===== src/pss_pkg.sv =====
// package: constants and carriers of the power-save clock controller
package pss_pkg;

  // ----------------------------------------
  // register port
  // ----------------------------------------
  localparam int ADDR_W = 4;
  localparam int DATA_W = 8;

  localparam logic [3:0] MODE_OFF = 4'h0;
  localparam logic [3:0] CTRL_OFF = 4'h1;
  localparam logic [3:0] CLKC_OFF = 4'h2;
  localparam logic [3:0] STAT_OFF = 4'h3;

  // ----------------------------------------
  // field layout and reset values
  // ----------------------------------------
  localparam int MODE_LSB = 0;
  localparam int MODE_MSB = 1;
  localparam int MREL_BIT = 0;
  localparam int NREL_BIT = 1;
  localparam int ECS_BIT = 0;

  localparam logic [1:0] MODE_RUN = 2'h0;
  localparam logic [1:0] MODE_HALT = 2'h1;
  localparam logic [1:0] MODE_IDLE = 2'h2;
  localparam logic [1:0] MODE_STOP = 2'h3;

  localparam logic [1:0] MODE_RST = 2'h0;
  localparam logic [1:0] CTRL_RST = 2'h0;
  localparam logic ECS_RST = 1'b0;
  localparam logic PIN_RST = 1'b0;

  // ----------------------------------------
  // timing
  // ----------------------------------------
  localparam int CLK_NS = 8;
  localparam int STAB_NS = 1000;
  localparam int STAB_CYC = (STAB_NS + CLK_NS - 1) / CLK_NS;
  localparam int CNT_W = 16;

  // ----------------------------------------
  // types
  // ----------------------------------------
  typedef enum logic [2:0] {
    ST_RUN = 3'b000,
    ST_HALT = 3'b001,
    ST_IDLE = 3'b010,
    ST_STOP = 3'b011,
    ST_STAB = 3'b100
  } pss_state_e;

  typedef struct packed {
    logic osc;
    logic pll;
    logic periph;
    logic cpu;
  } pss_clk_s;

  typedef struct packed {
    logic nmiAck;
    logic intAck;
    logic resume;
    logic pending;
  } pss_wake_s;

  typedef struct packed {
    logic meta;
    logic sync;
  } pss_sync_s;

endpackage


===== src/pss_clk_table.sv =====
// decode of clock source and power-save state into clock enables
`timescale 1ns/1ps
`default_nettype none
module pss_clk_table (
  input wire pss_pkg::pss_state_e state,
  input wire logic pllMode,
  input wire logic extClock,
  output pss_pkg::pss_clk_s clk
);

  // ----------------------------------------
  // table
  // ----------------------------------------
  always_comb begin
    clk = '0;
    case (state)
      pss_pkg::ST_RUN: begin
        clk.periph = 1'b1;
        clk.cpu = 1'b1;
      end
      pss_pkg::ST_HALT: begin
        clk.periph = 1'b1;
      end
      default: begin
        clk.periph = 1'b0;
      end
    endcase
    if (pllMode) begin
      clk.pll = (state != pss_pkg::ST_STOP);
      // pll idles in IDLE only when fed from the external clock
      if (extClock && state == pss_pkg::ST_IDLE) begin
        clk.pll = 1'b0;
      end
      clk.osc = !extClock && (state != pss_pkg::ST_STOP);
    end
  end

endmodule
`default_nettype wire


===== src/pss_power_save.sv =====
// power-save clock gating and software STOP release controller
`timescale 1ns/1ps
`default_nettype none
// Summary of operation
// - PLL mode with resonator: HALT stops the CPU clock, IDLE also peripherals, STOP all.
// - PLL mode with external clock keeps the oscillator off; PLL runs in run, HALT and the stabilization wait only.
// - Direct mode never runs the PLL; peripherals clock in run and HALT, CPU in run only.
// - A low clock-select pin means PLL mode; select bit 0 resonator, 1 external clock.
// - STOP ends on a non-maskable request, an unmasked edge request or the reset pin.
// - Leaving STOP in PLL mode waits the stabilization time before clocks return.
// - Requests release STOP only if both release masks were 0 at entry.
// - Level-configured interrupt inputs never release a standby mode.
// - A qualifying request releases STOP whatever its priority.
// - NMI wake branches outside an NMI routine; maskable wake branches or resumes if enabled, else resumes.
// - STOP entered in a maskable routine: a lower request ends STOP but stays pending.
// - STOP entered in a maskable routine: a non-maskable request, or a higher one while interrupts are enabled, is acknowledged.
// - STOP entered in an NMI routine: any release leaves the request pending.
// - An NMI wake uses the ordinary NMI path, and the status register records it as the last wake.
// - A reset pin release acts exactly as an ordinary reset.
module pss_power_save #(
  parameter int NUM_INT = 16,
  parameter int PRIO_W = 3,
  parameter int STAB_CYCLES = pss_pkg::STAB_CYC
) (
  input wire logic clock,
  input wire logic rst_b,
  input wire logic [pss_pkg::ADDR_W-1:0] regAddr,
  input wire logic [pss_pkg::DATA_W-1:0] regWdata,
  input wire logic regWrite,
  input wire logic regRead,
  output logic [pss_pkg::DATA_W-1:0] regRdata,
  input wire logic pllDirectSelectPin,
  input wire logic nmiReq,
  input wire logic [NUM_INT-1:0] edgeInterruptInput,
  input wire logic [NUM_INT-1:0] intMasked,
  input wire logic [NUM_INT-1:0] intEdgeMode,
  input wire logic [NUM_INT*PRIO_W-1:0] intPrio,
  input wire logic intEnabled,
  input wire logic inService,
  input wire logic inNmiService,
  input wire logic [PRIO_W-1:0] servicePrio,
  output pss_pkg::pss_clk_s clkEn,
  output pss_pkg::pss_wake_s wake
);

  // ----------------------------------------
  // elaboration checks
  // ----------------------------------------
  if (NUM_INT < 1) begin : g_chk_int
    $error("NUM_INT must be at least 1");
  end
  if (PRIO_W < 1) begin : g_chk_prio
    $error("PRIO_W must be at least 1");
  end
  if (STAB_CYCLES < 1 || STAB_CYCLES >= (1 << pss_pkg::CNT_W)) begin : g_chk_stab
    $error("STAB_CYCLES out of counter range");
  end

  localparam logic [pss_pkg::CNT_W-1:0] STAB_LOAD =
    pss_pkg::CNT_W'(STAB_CYCLES - 1);

  // ----------------------------------------
  // state
  // ----------------------------------------
  typedef struct packed {
    pss_pkg::pss_state_e state;
    logic [1:0] mode;
    logic modeReq;
    logic maskableReleaseMask;
    logic nonmaskableReleaseMask;
    logic extClock;
    logic pllMode;
    logic stopIrqOk;
    logic [pss_pkg::CNT_W-1:0] cnt;
    pss_pkg::pss_wake_s hold;
    pss_pkg::pss_wake_s wake;
    pss_pkg::pss_wake_s lastWake;
    pss_pkg::pss_clk_s clk;
    logic [pss_pkg::DATA_W-1:0] rdata;
  } pss_core_s;

  pss_core_s s;
  pss_core_s next_s;

  // ----------------------------------------
  // pin synchroniser
  // ----------------------------------------
  logic selSync;

  pss_sync2 u_sel_sync (
    .clock(clock),
    .rst_b(rst_b),
    .pinIn(pllDirectSelectPin),
    .pinSync(selSync)
  );

  // ----------------------------------------
  // wake qualification per input
  // ----------------------------------------
  logic [NUM_INT-1:0] qual;
  logic [NUM_INT-1:0] higher;

  for (genvar i = 0; i < NUM_INT; i++) begin : g_qual
    assign qual[i] = edgeInterruptInput[i] && !intMasked[i] && intEdgeMode[i];
    // lower number ranks higher
    assign higher[i] = intPrio[i*PRIO_W +: PRIO_W] < servicePrio;
  end

  logic anyInt;
  logic anyHigher;
  logic anyWake;

  assign anyInt = |qual;
  assign anyHigher = |(qual & higher);
  assign anyWake = nmiReq || anyInt;

  // ----------------------------------------
  // outcome of a release
  // ----------------------------------------
  pss_pkg::pss_wake_s dec;

  always_comb begin
    dec = '0;
    if (nmiReq) begin
      if (inNmiService) begin
        dec.pending = 1'b1;
        dec.resume = 1'b1;
      end else begin
        dec.nmiAck = 1'b1;
      end
    end else if (inNmiService) begin
      dec.pending = 1'b1;
      dec.resume = 1'b1;
    end else if (inService && !anyHigher) begin
      dec.pending = 1'b1;
      dec.resume = 1'b1;
    end else if (intEnabled) begin
      dec.intAck = 1'b1;
    end else begin
      dec.resume = 1'b1;
    end
  end

  // ----------------------------------------
  // clock table for the next state
  // ----------------------------------------
  pss_pkg::pss_clk_s nextClk;

  pss_clk_table u_table (
    .state(next_s.state),
    .pllMode(next_s.pllMode),
    .extClock(next_s.extClock),
    .clk(nextClk)
  );

  // ----------------------------------------
  // next-state logic
  // ----------------------------------------
  always_comb begin
    next_s = s;
    next_s.wake = '0;
    next_s.rdata = '0;

    // register reads
    if (regRead) begin
      case (regAddr)
        pss_pkg::MODE_OFF: begin
          next_s.rdata[pss_pkg::MODE_MSB:pss_pkg::MODE_LSB] = s.mode;
        end
        pss_pkg::CTRL_OFF: begin
          next_s.rdata[pss_pkg::MREL_BIT] = s.maskableReleaseMask;
          next_s.rdata[pss_pkg::NREL_BIT] = s.nonmaskableReleaseMask;
        end
        pss_pkg::CLKC_OFF: begin
          next_s.rdata[pss_pkg::ECS_BIT] = s.extClock;
        end
        pss_pkg::STAT_OFF: begin
          next_s.rdata = {s.lastWake, s.pllMode, s.state};
        end
        default: begin
          next_s.rdata = '0;
        end
      endcase
    end

    // register writes; a mode write only arms the entry
    next_s.modeReq = 1'b0;
    if (regWrite) begin
      case (regAddr)
        pss_pkg::MODE_OFF: begin
          next_s.mode = regWdata[pss_pkg::MODE_MSB:pss_pkg::MODE_LSB];
          next_s.modeReq = 1'b1;
        end
        pss_pkg::CTRL_OFF: begin
          next_s.maskableReleaseMask = regWdata[pss_pkg::MREL_BIT];
          next_s.nonmaskableReleaseMask = regWdata[pss_pkg::NREL_BIT];
        end
        pss_pkg::CLKC_OFF: begin
          next_s.extClock = regWdata[pss_pkg::ECS_BIT];
        end
        default: begin
          next_s.modeReq = 1'b0;
        end
      endcase
    end

    case (s.state)
      pss_pkg::ST_RUN: begin
        // source follows the pin only while running, never mid-standby
        next_s.pllMode = !selSync;
        if (s.modeReq) begin
          case (s.mode)
            pss_pkg::MODE_HALT: begin
              next_s.state = pss_pkg::ST_HALT;
            end
            pss_pkg::MODE_IDLE: begin
              next_s.state = pss_pkg::ST_IDLE;
            end
            pss_pkg::MODE_STOP: begin
              next_s.state = pss_pkg::ST_STOP;
              // masks are judged as they stand at entry
              next_s.stopIrqOk = !s.maskableReleaseMask && !s.nonmaskableReleaseMask;
            end
            default: begin
              next_s.state = pss_pkg::ST_RUN;
            end
          endcase
        end
      end
      pss_pkg::ST_HALT, pss_pkg::ST_IDLE: begin
        if (anyWake) begin
          next_s.state = pss_pkg::ST_RUN;
          next_s.wake = dec;
          next_s.lastWake = dec;
        end
      end
      pss_pkg::ST_STOP: begin
        if (s.stopIrqOk && anyWake) begin
          next_s.hold = dec;
          if (s.pllMode) begin
            next_s.state = pss_pkg::ST_STAB;
            next_s.cnt = STAB_LOAD;
          end else begin
            next_s.state = pss_pkg::ST_RUN;
            next_s.wake = dec;
            next_s.lastWake = dec;
          end
        end
      end
      pss_pkg::ST_STAB: begin
        // requests during the wait are left to the interrupt controller
        if (s.cnt == '0) begin
          next_s.state = pss_pkg::ST_RUN;
          next_s.wake = s.hold;
          next_s.lastWake = s.hold;
        end else begin
          next_s.cnt = s.cnt - 1'b1;
        end
      end
      default: begin
        next_s.state = pss_pkg::ST_RUN;
      end
    endcase

    // stabilization keeps the pll up, and the oscillator unless on external clock, but gates the cpu and peripheral clocks
    if (next_s.state == pss_pkg::ST_STAB) begin
      next_s.clk = '0;
      next_s.clk.osc = !next_s.extClock;
      next_s.clk.pll = 1'b1;
    end else begin
      next_s.clk = nextClk;
    end
  end

  // ----------------------------------------
  // registers
  // ----------------------------------------
  always_ff @(posedge clock or negedge rst_b) begin
    if (!rst_b) begin
      s.state <= pss_pkg::ST_RUN;
      s.mode <= pss_pkg::MODE_RST;
      s.modeReq <= 1'b0;
      s.maskableReleaseMask <= pss_pkg::CTRL_RST[pss_pkg::MREL_BIT];
      s.nonmaskableReleaseMask <= pss_pkg::CTRL_RST[pss_pkg::NREL_BIT];
      s.extClock <= pss_pkg::ECS_RST;
      s.pllMode <= 1'b1;
      s.stopIrqOk <= 1'b0;
      s.cnt <= '0;
      s.hold <= '0;
      s.wake <= '0;
      s.lastWake <= '0;
      // reset comes up in PLL mode with the resonator running
      s.clk <= 4'hF;
      s.rdata <= '0;
    end else begin
      s <= next_s;
    end
  end

  // ----------------------------------------
  // outputs
  // ----------------------------------------
  assign regRdata = s.rdata;
  assign clkEn = s.clk;
  assign wake = s.wake;

endmodule
`default_nettype wire


===== src/pss_sync2.sv =====
// two-flop synchroniser for one pin level
`timescale 1ns/1ps
`default_nettype none
module pss_sync2 (
  input wire logic clock,
  input wire logic rst_b,
  input wire logic pinIn,
  output logic pinSync
);

  pss_pkg::pss_sync_s s;
  pss_pkg::pss_sync_s next_s;

  // ----------------------------------------
  // stages
  // ----------------------------------------
  always_comb begin
    next_s.meta = pinIn;
    next_s.sync = s.meta;
  end

  always_ff @(posedge clock or negedge rst_b) begin
    if (!rst_b) begin
      s <= {pss_pkg::PIN_RST, pss_pkg::PIN_RST};
    end else begin
      s <= next_s;
    end
  end

  assign pinSync = s.sync;

endmodule
`default_nettype wire


===== config.mk =====
export PLATFORM = sky130hd
export DESIGN_NAME = pss_power_save
export DESIGN_NICKNAME = d
export VERILOG_FILES = /design/src/pss_pkg.sv /design/src/pss_clk_table.sv /design/src/pss_power_save.sv /design/src/pss_sync2.sv
export SDC_FILE = /design/constraint.sdc
export NUM_CORES = 1
export LEC_CHECK = 0
export ABC_AREA = 1
export BUFFER_PORTS_ARGS = -buffer_cell sky130_fd_sc_hd__buf_4
export CAP_MARGIN = 30
export CORE_ASPECT_RATIO = 1.4
export CORE_UTILIZATION = 51
export DETAILED_ROUTE_END_ITERATION = 7
export GPL_TIMING_DRIVEN = 1
export PLACE_DENSITY = 0.85
export SYNTH_ARGS = -nofsm -noshare
export SYNTH_HDL_FRONTEND = slang
export SYNTH_SLANG_ARGS = --single-unit

===== constraint.sdc =====
create_clock -name clock -period 2.05 [get_ports clock]
set_input_delay 0.205 -clock clock [delete_from_list [all_inputs] [get_ports clock]]
set_output_delay 0.205 -clock clock [all_outputs]
set_load 0.005 [all_outputs]

* Word-level counts from Yosys, hierarchy flattened *
Cells that the tools add are included.

word-level totals
  bits in registers = 53
  bits in latches = 0
  bits in writable memories = 0
  bits in read-only memories = 0
  input port bits = 120
  output and inout bits = 16
  memories = 0

operators by class
  add/subtract/negate cells = 1
  multipliers = 0
  div/mod/pow operators = 0
  order comparisons = 16
  equal/unequal tests = 20
  shift-type cells = 0
  multiplexer cells = 43
  bitwise gates (word level) = 1
  reduce and logical (&&, ||, !) cells = 75

operators by type and width
  operator               number
  $lt 3x3->1             16
  $logic_and 1x1->1      37
  $mux 16                2
  $mux 8                 4
  $pmux 16 s2            1
  $reduce_or 16->1       2
  $mux 28                1
  $pmux 8 s3             1
  $logic_not 1->1        21
  $and 16x16->16         1
  $logic_not 16->1       1
  $mux 1                 16
  $sub 16x1->16 const B  1
  $mux 3                 5
  $mux 2                 6
  $ne 2x2->1 const B     6
  $pmux 3 s4             1
  $eq 3x2->1 const B     3
  $eq 4x2->1 const B     2
  $mux 4                 2
  $eq 3x1->1 const B     2
  $eq 3x3->1 const B     2
  $logic_not 3->1        2
  $mux 6                 1
  other kinds (16)       20

* Logic depth before layout (Yosys ltp) *
  word-level depth = 13
  depth in mapped cells = 15
  mapped depth without buffers = 15

* Hierarchy *
Synthesis repeated with hierarchy kept, for this count alone.

second synthesis, totals
  cell total of the unflattened synthesis = 540
  area, all modules = 3950.0 um^2

modules (own cells, without submodules)
  module          times used  cells each  area each (um^2)  seq. area each (um^2)
  pss_power_save  1           525         3848.7            1282.5
  pss_clk_table   1           13          51.3              0.0
  pss_sync2       1           2           50.0              50.0

* Least setup slack after synthesis *
OpenSTA, ideal clock, no wires.

  kind = input-to-reg
  start point = in servicePrio[2]
  end point = reg s[12] (netlist name)
  data arrival time = 1.595 ns
  data required time = 1.925 ns
  path slack = 0.330 ns
  cell stages on the path = 14
  cells stage by stage = inv_1 ha_1 nand2_1 nand2_1 nor2_1 nand2_1 nand2_1 nor2_1 nand2_1 nor2_1 a21boi_0 nor2_1 nand2_1 nand3_1

between the ends
  cells in the longest elaborated chain, start to end = 11

RTL lines
  what                  RTL line               RTL
  start, declared       pss_power_save.sv:41   input wire logic [PRIO_W-1:0] servicePrio,
  $lt 3x3->1            pss_power_save.sv:106  assign higher[i] = intPrio[i*PRIO_W +: PRIO_W] < servicePrio;
  $and 16x16->16 *      pss_power_save.sv:114  assign anyHigher = |(qual & higher);
  $reduce_or 16->1 *    pss_power_save.sv:114
  $logic_not 1->1 *     pss_power_save.sv:134  end else if (inService && !anyHigher) begin
  $logic_and 1x1->1 *   pss_power_save.sv:134
  $mux 1 *              pss_power_save.sv:134
  $mux 2 *              pss_power_save.sv:131  end else if (inNmiService) begin
  $mux 2 *              pss_power_save.sv:124  if (nmiReq) begin
  $mux 8                pss_power_save.sv:240  if (s.pllMode) begin
  $mux 28               pss_power_save.sv:238  if (s.stopIrqOk && anyWake) begin
  $pmux 8 s3 *          pss_power_save.sv:207  case (s.state)
  end signal, assigned  pss_power_save.sv:296  s <= next_s;
  end, declared         pss_power_save.sv:82   pss_core_s s;

Mark *: on every way between the ends. The rest lies on a longest branch, timed or not. The select of a mux whose other input is x is not followed.
A chain may end at the register's enable or synchronous reset.

* Final worst setup path *
  start point = reg s[24] (netlist name)
  end point = reg s[30] (netlist name)

between the ends
  cells in the longest elaborated chain, start to end = 3

RTL lines
  what                                               RTL line
  $sub 16x1->16 or $logic_not 16->1 (tied branches)  pss_power_save.sv:257, pss_power_save.sv:252
  $mux 16 or $ne 2x2->1 (tied branches)              --
  $pmux 16 s2 or $reduce_and 4->1 (tied branches)    --

Parallel ways exist; a longest one is shown, timed or not. The select of a mux whose other input is x is not followed.

==> flow_summary_export.csv <==
group,metric,value,unit
worst_setup_path,crit_top_cell,"inv_1",
synthesis,yosys.area_share.simple,0.323,
detailed_routing,wl_per_cell,14.0,um
sta,finClkSkew,0.00660,ns
worst_setup_path,rr_startpoint,"s[24]",
synthesis,ys_warn_count,0,
worst_setup_path,r2r_slack,0.25,ns
detailed_routing,via_per_inst,5.15,
clock_tree,cts_max_level,2,
status,outcome,"finished, final reports clean",
detailed_routing,drt_iter0_markers,132,
grt,grt_pass1_wl,17700,um
worst_setup_path,path_class,"register to register",
layout,n_antenna_cell,0,
pwr,max-vdd-ir-drop,0.518,mV
grt,track_usage,0.275,
layout,multi_input_comb_area,0.00211,mm2
worst_hold_path,worstHoldPathCells,3,
floorplan,die_width,76.3,um
clock_tree,numCtsBuffers,5,
sta,rsz0062_at_grt,"no",
layout,regArea,0.00133,mm2
grt,antenna_found_initial,0,
worst_setup_path,worstRegToRegCells,8,
layout,drive_gt1_frac,0.256,
detailed_routing,wirelength,10600,um
floorplan,coreArea,0.00741,mm2
sta,setup_viol,0,
detailed_routing,drc,0,
placed_design,io_buffers,129,
clock_tree,worstSkewPairLatency,0.32,ns
clock_tree,cts-root-buf,"clkbuf_8",
floorplan,boundaryPins,136,
synthesis,synth_flop_cell,"dfrtp_1",
layout,fin_util,0.677,
worst_setup_path,cp-endpoint,"s[30]",
worst_setup_path,cp-startpoint,"s[24]",
synthesis,syn_area,0.00394,mm2
sta,hold_violations,0,
synthesis,async_reset_ff_frac,1.00,
floorplan,die_h,106,um
floorplan,start_util,0.531,
floorplan,dieArea,0.00808,mm2
pwr,cellPowerDensity,535,mW/mm2
detailed_routing,drtPass1Iterations,5,
worst_setup_path,slowest_delay,0.46,ns
worst_setup_path,critPathSlowestCell,"or3b_2",
synthesis,synth.area.mux_share,0.00254,
sta,tightest_slew,0.660,ns
worst_setup_path,reg2reg_to,"s[30]",
worst_setup_path,critPathCaptureType,"register",
sta,drv_slew,0,
synthesis,synth_nets,692,
layout,nets,812,
worst_setup_path,arrival,2.05,ns
clock_tree,cts_tree,"yes",
sta,slew_headroom,0.560,
placed_design,hpwl,8640,um
pwr,power_leakage,0.00275,uW
sta,setup-tns-final,0,ns
grt,grt_pass1_vias,3922,
detailed_routing,num_vias,3890,
synthesis,ys_seq_elements,53,
worst_setup_path,crit_buf_inv,3,
synthesis,syn_inst,538,
clock_tree,clk_pin_slew_worst_paths,0.09,ns
worst_setup_path,worstPathMaxFanout,5,
synthesis,avgSynthCellArea,7.32,um2
synthesis,synthDistinctLibCells,39,
worst_setup_path,startpoint_type,"register",
worst_setup_path,required,2.30,ns
synthesis,synth_top_family_by_area,"simple AND/OR/NAND/NOR gates",
flow_run,maxCapViolCount,0,
layout,syn_to_final_growth,27.4,%
clock_tree,post-cts-setup-buffers,0,
placed_design,gp_congestion,0.958,
layout,nFillCells,625,
sta,fin_crit_sh,0.878,
sta,max_freq,0.555,GHz
grt,grt-ovfl-total,0,
layout,layout_commonest_cell,"buf_4",
sta,min_period,1.80,ns
worst_setup_path,crit_family,"simple AND/OR/NAND/NOR gates",
layout,final_cell_mix,"buf_4, nand2_1, inv_1, nor2_1, dfrtp_1",
grt,grt_max_degree,54,
synthesis,synth_compound_area_frac,0.0839,
detailed_routing,drtAntennaViolNets,0,
synthesis,synth-xor-area-share,0.0178,
worst_setup_path,crit_chain,"inv_1, ha_1, inv_1, nor2_1, inv_1, nor2_2, or3b_2, nand3_1",
worst_hold_path,min_path_type,"input port to register",
worst_setup_path,cp.depth,8,
synthesis,ys_seq_area_frac,0.339,
synthesis,synth-edff-count,0,
clock_tree,cts_sinks,53,
floorplan,rows,37,
clock_tree,clk_path_buf_depth,2,
synthesis,synthAdderAreaFrac,0.108,
## power breakdown
| part | total (uW) | switching (uW) | leakage (uW) | internal (uW) |
|---|---|---|---|---|
| Sequential | 1270 | 70.6 | 0.000672 | 1200 |
| Clock | 586 | 344 | 0.0000385 | 242 |
| Combinational | 833 | 438 | 0.00203 | 395 |
## worst min path at each step
stage | end | startpoint | slack (ns)
after floorplan | regRdata[0] | rst_b | -0.09
after global placement | s[35] | rst_b | 0.27
after detailed placement | s[35] | rst_b | 0.28
after CTS | regRdata[1] | regRead | 0.09
after global routing | regRdata[1] | regRead | 0.1
final | regRdata[1] | regRead | 0.1
## metrics by stage
stage / setup WS, ns / instances / hold WS, ns / area, um2 / power, uW
after floorplan: 0.330 / 538 / -0.0906 / 3940 / 1760
after global placement: 0.154 / 746 / 0.272 / 4910 / 2080
after detailed placement: 0.0832 / 746 / 0.282 / 4910 / 2120
after CTS: 0.179 / 756 / 0.0936 / 5010 / 2710
after global routing: 0.0744 / 756 / 0.0991 / 5010 / 2860
final: 0.249 / 756 / 0.0957 / 5010 / 2690
## metal layers
layer | vias to the layer above | track usage | part of all wire
li1 | 1952 | - | -
met1 | 1785 | 0.301 | 0.38
met2 | 138 | 0.528 | 0.53
met3 | 15 | 0.0472 | 0.070
met4 | 0 | 0.0934 | 0.023
met5 | - | 0 | 0
## registers in the layout, summed over array words and instances (netlist names)
name	count
s	35
regRdata	8
clkEn	4
wake	4
u_sel_sync.next_s	1
u_sel_sync.pinSync	1
## worst register-to-register path, cell delays in order (launching register included)
cell,delay (ns)
dfrtp_1,0.41
inv_1,0.11
ha_1,0.20
inv_1,0.07
nor2_1,0.10
inv_1,0.09
nor2_2,0.19
or3b_2,0.46
nand3_1,0.10
## final cells by class
class,count,share of cell area
tap,97,0.0242
timing repair buffer,134,0.207
multi-input combinational,376,0.420
clock inverter,1,0.00150
clock buffer,7,0.0152
sequential,53,0.266
inverter,88,0.0664
## synth_stat cells (3+ instances only)
library cell	n	area, um2
o22ai_1	3	18.8
a21oi_1	18	90.1
nand2_1	116	435
xor2_1	8	70.1
buf_6	3	33.8
o21ai_0	15	75.1
nand2_4	3	33.8
nor2_1	73	274
nand3_2	7	70.1
buf_4	17	128
nor3_1	9	45.0
nand3b_1	3	22.5
dfrtp_1	48	1200
ha_1	34	425
inv_1	85	319
dfstp_2	5	131
nand3_1	44	220
o21ai_1	8	40.0
nor3_2	3	30.0
nand4_1	10	62.6
## logic make-up after synthesis
logic type	count (synthesis)
mux	1
simple gates	276
compound gates	57
flops	53
buf+inv	109
fa+ha+maj	34
xor+xnor	8
## repair_timing
item	4_1_cts	5_1_grt
endpoints found under the setup margin	0	1
hold buffers	2	0
endpoints found under the hold margin	49	0
resized for setup	0	1
Power figures use the tool's default switching activity.
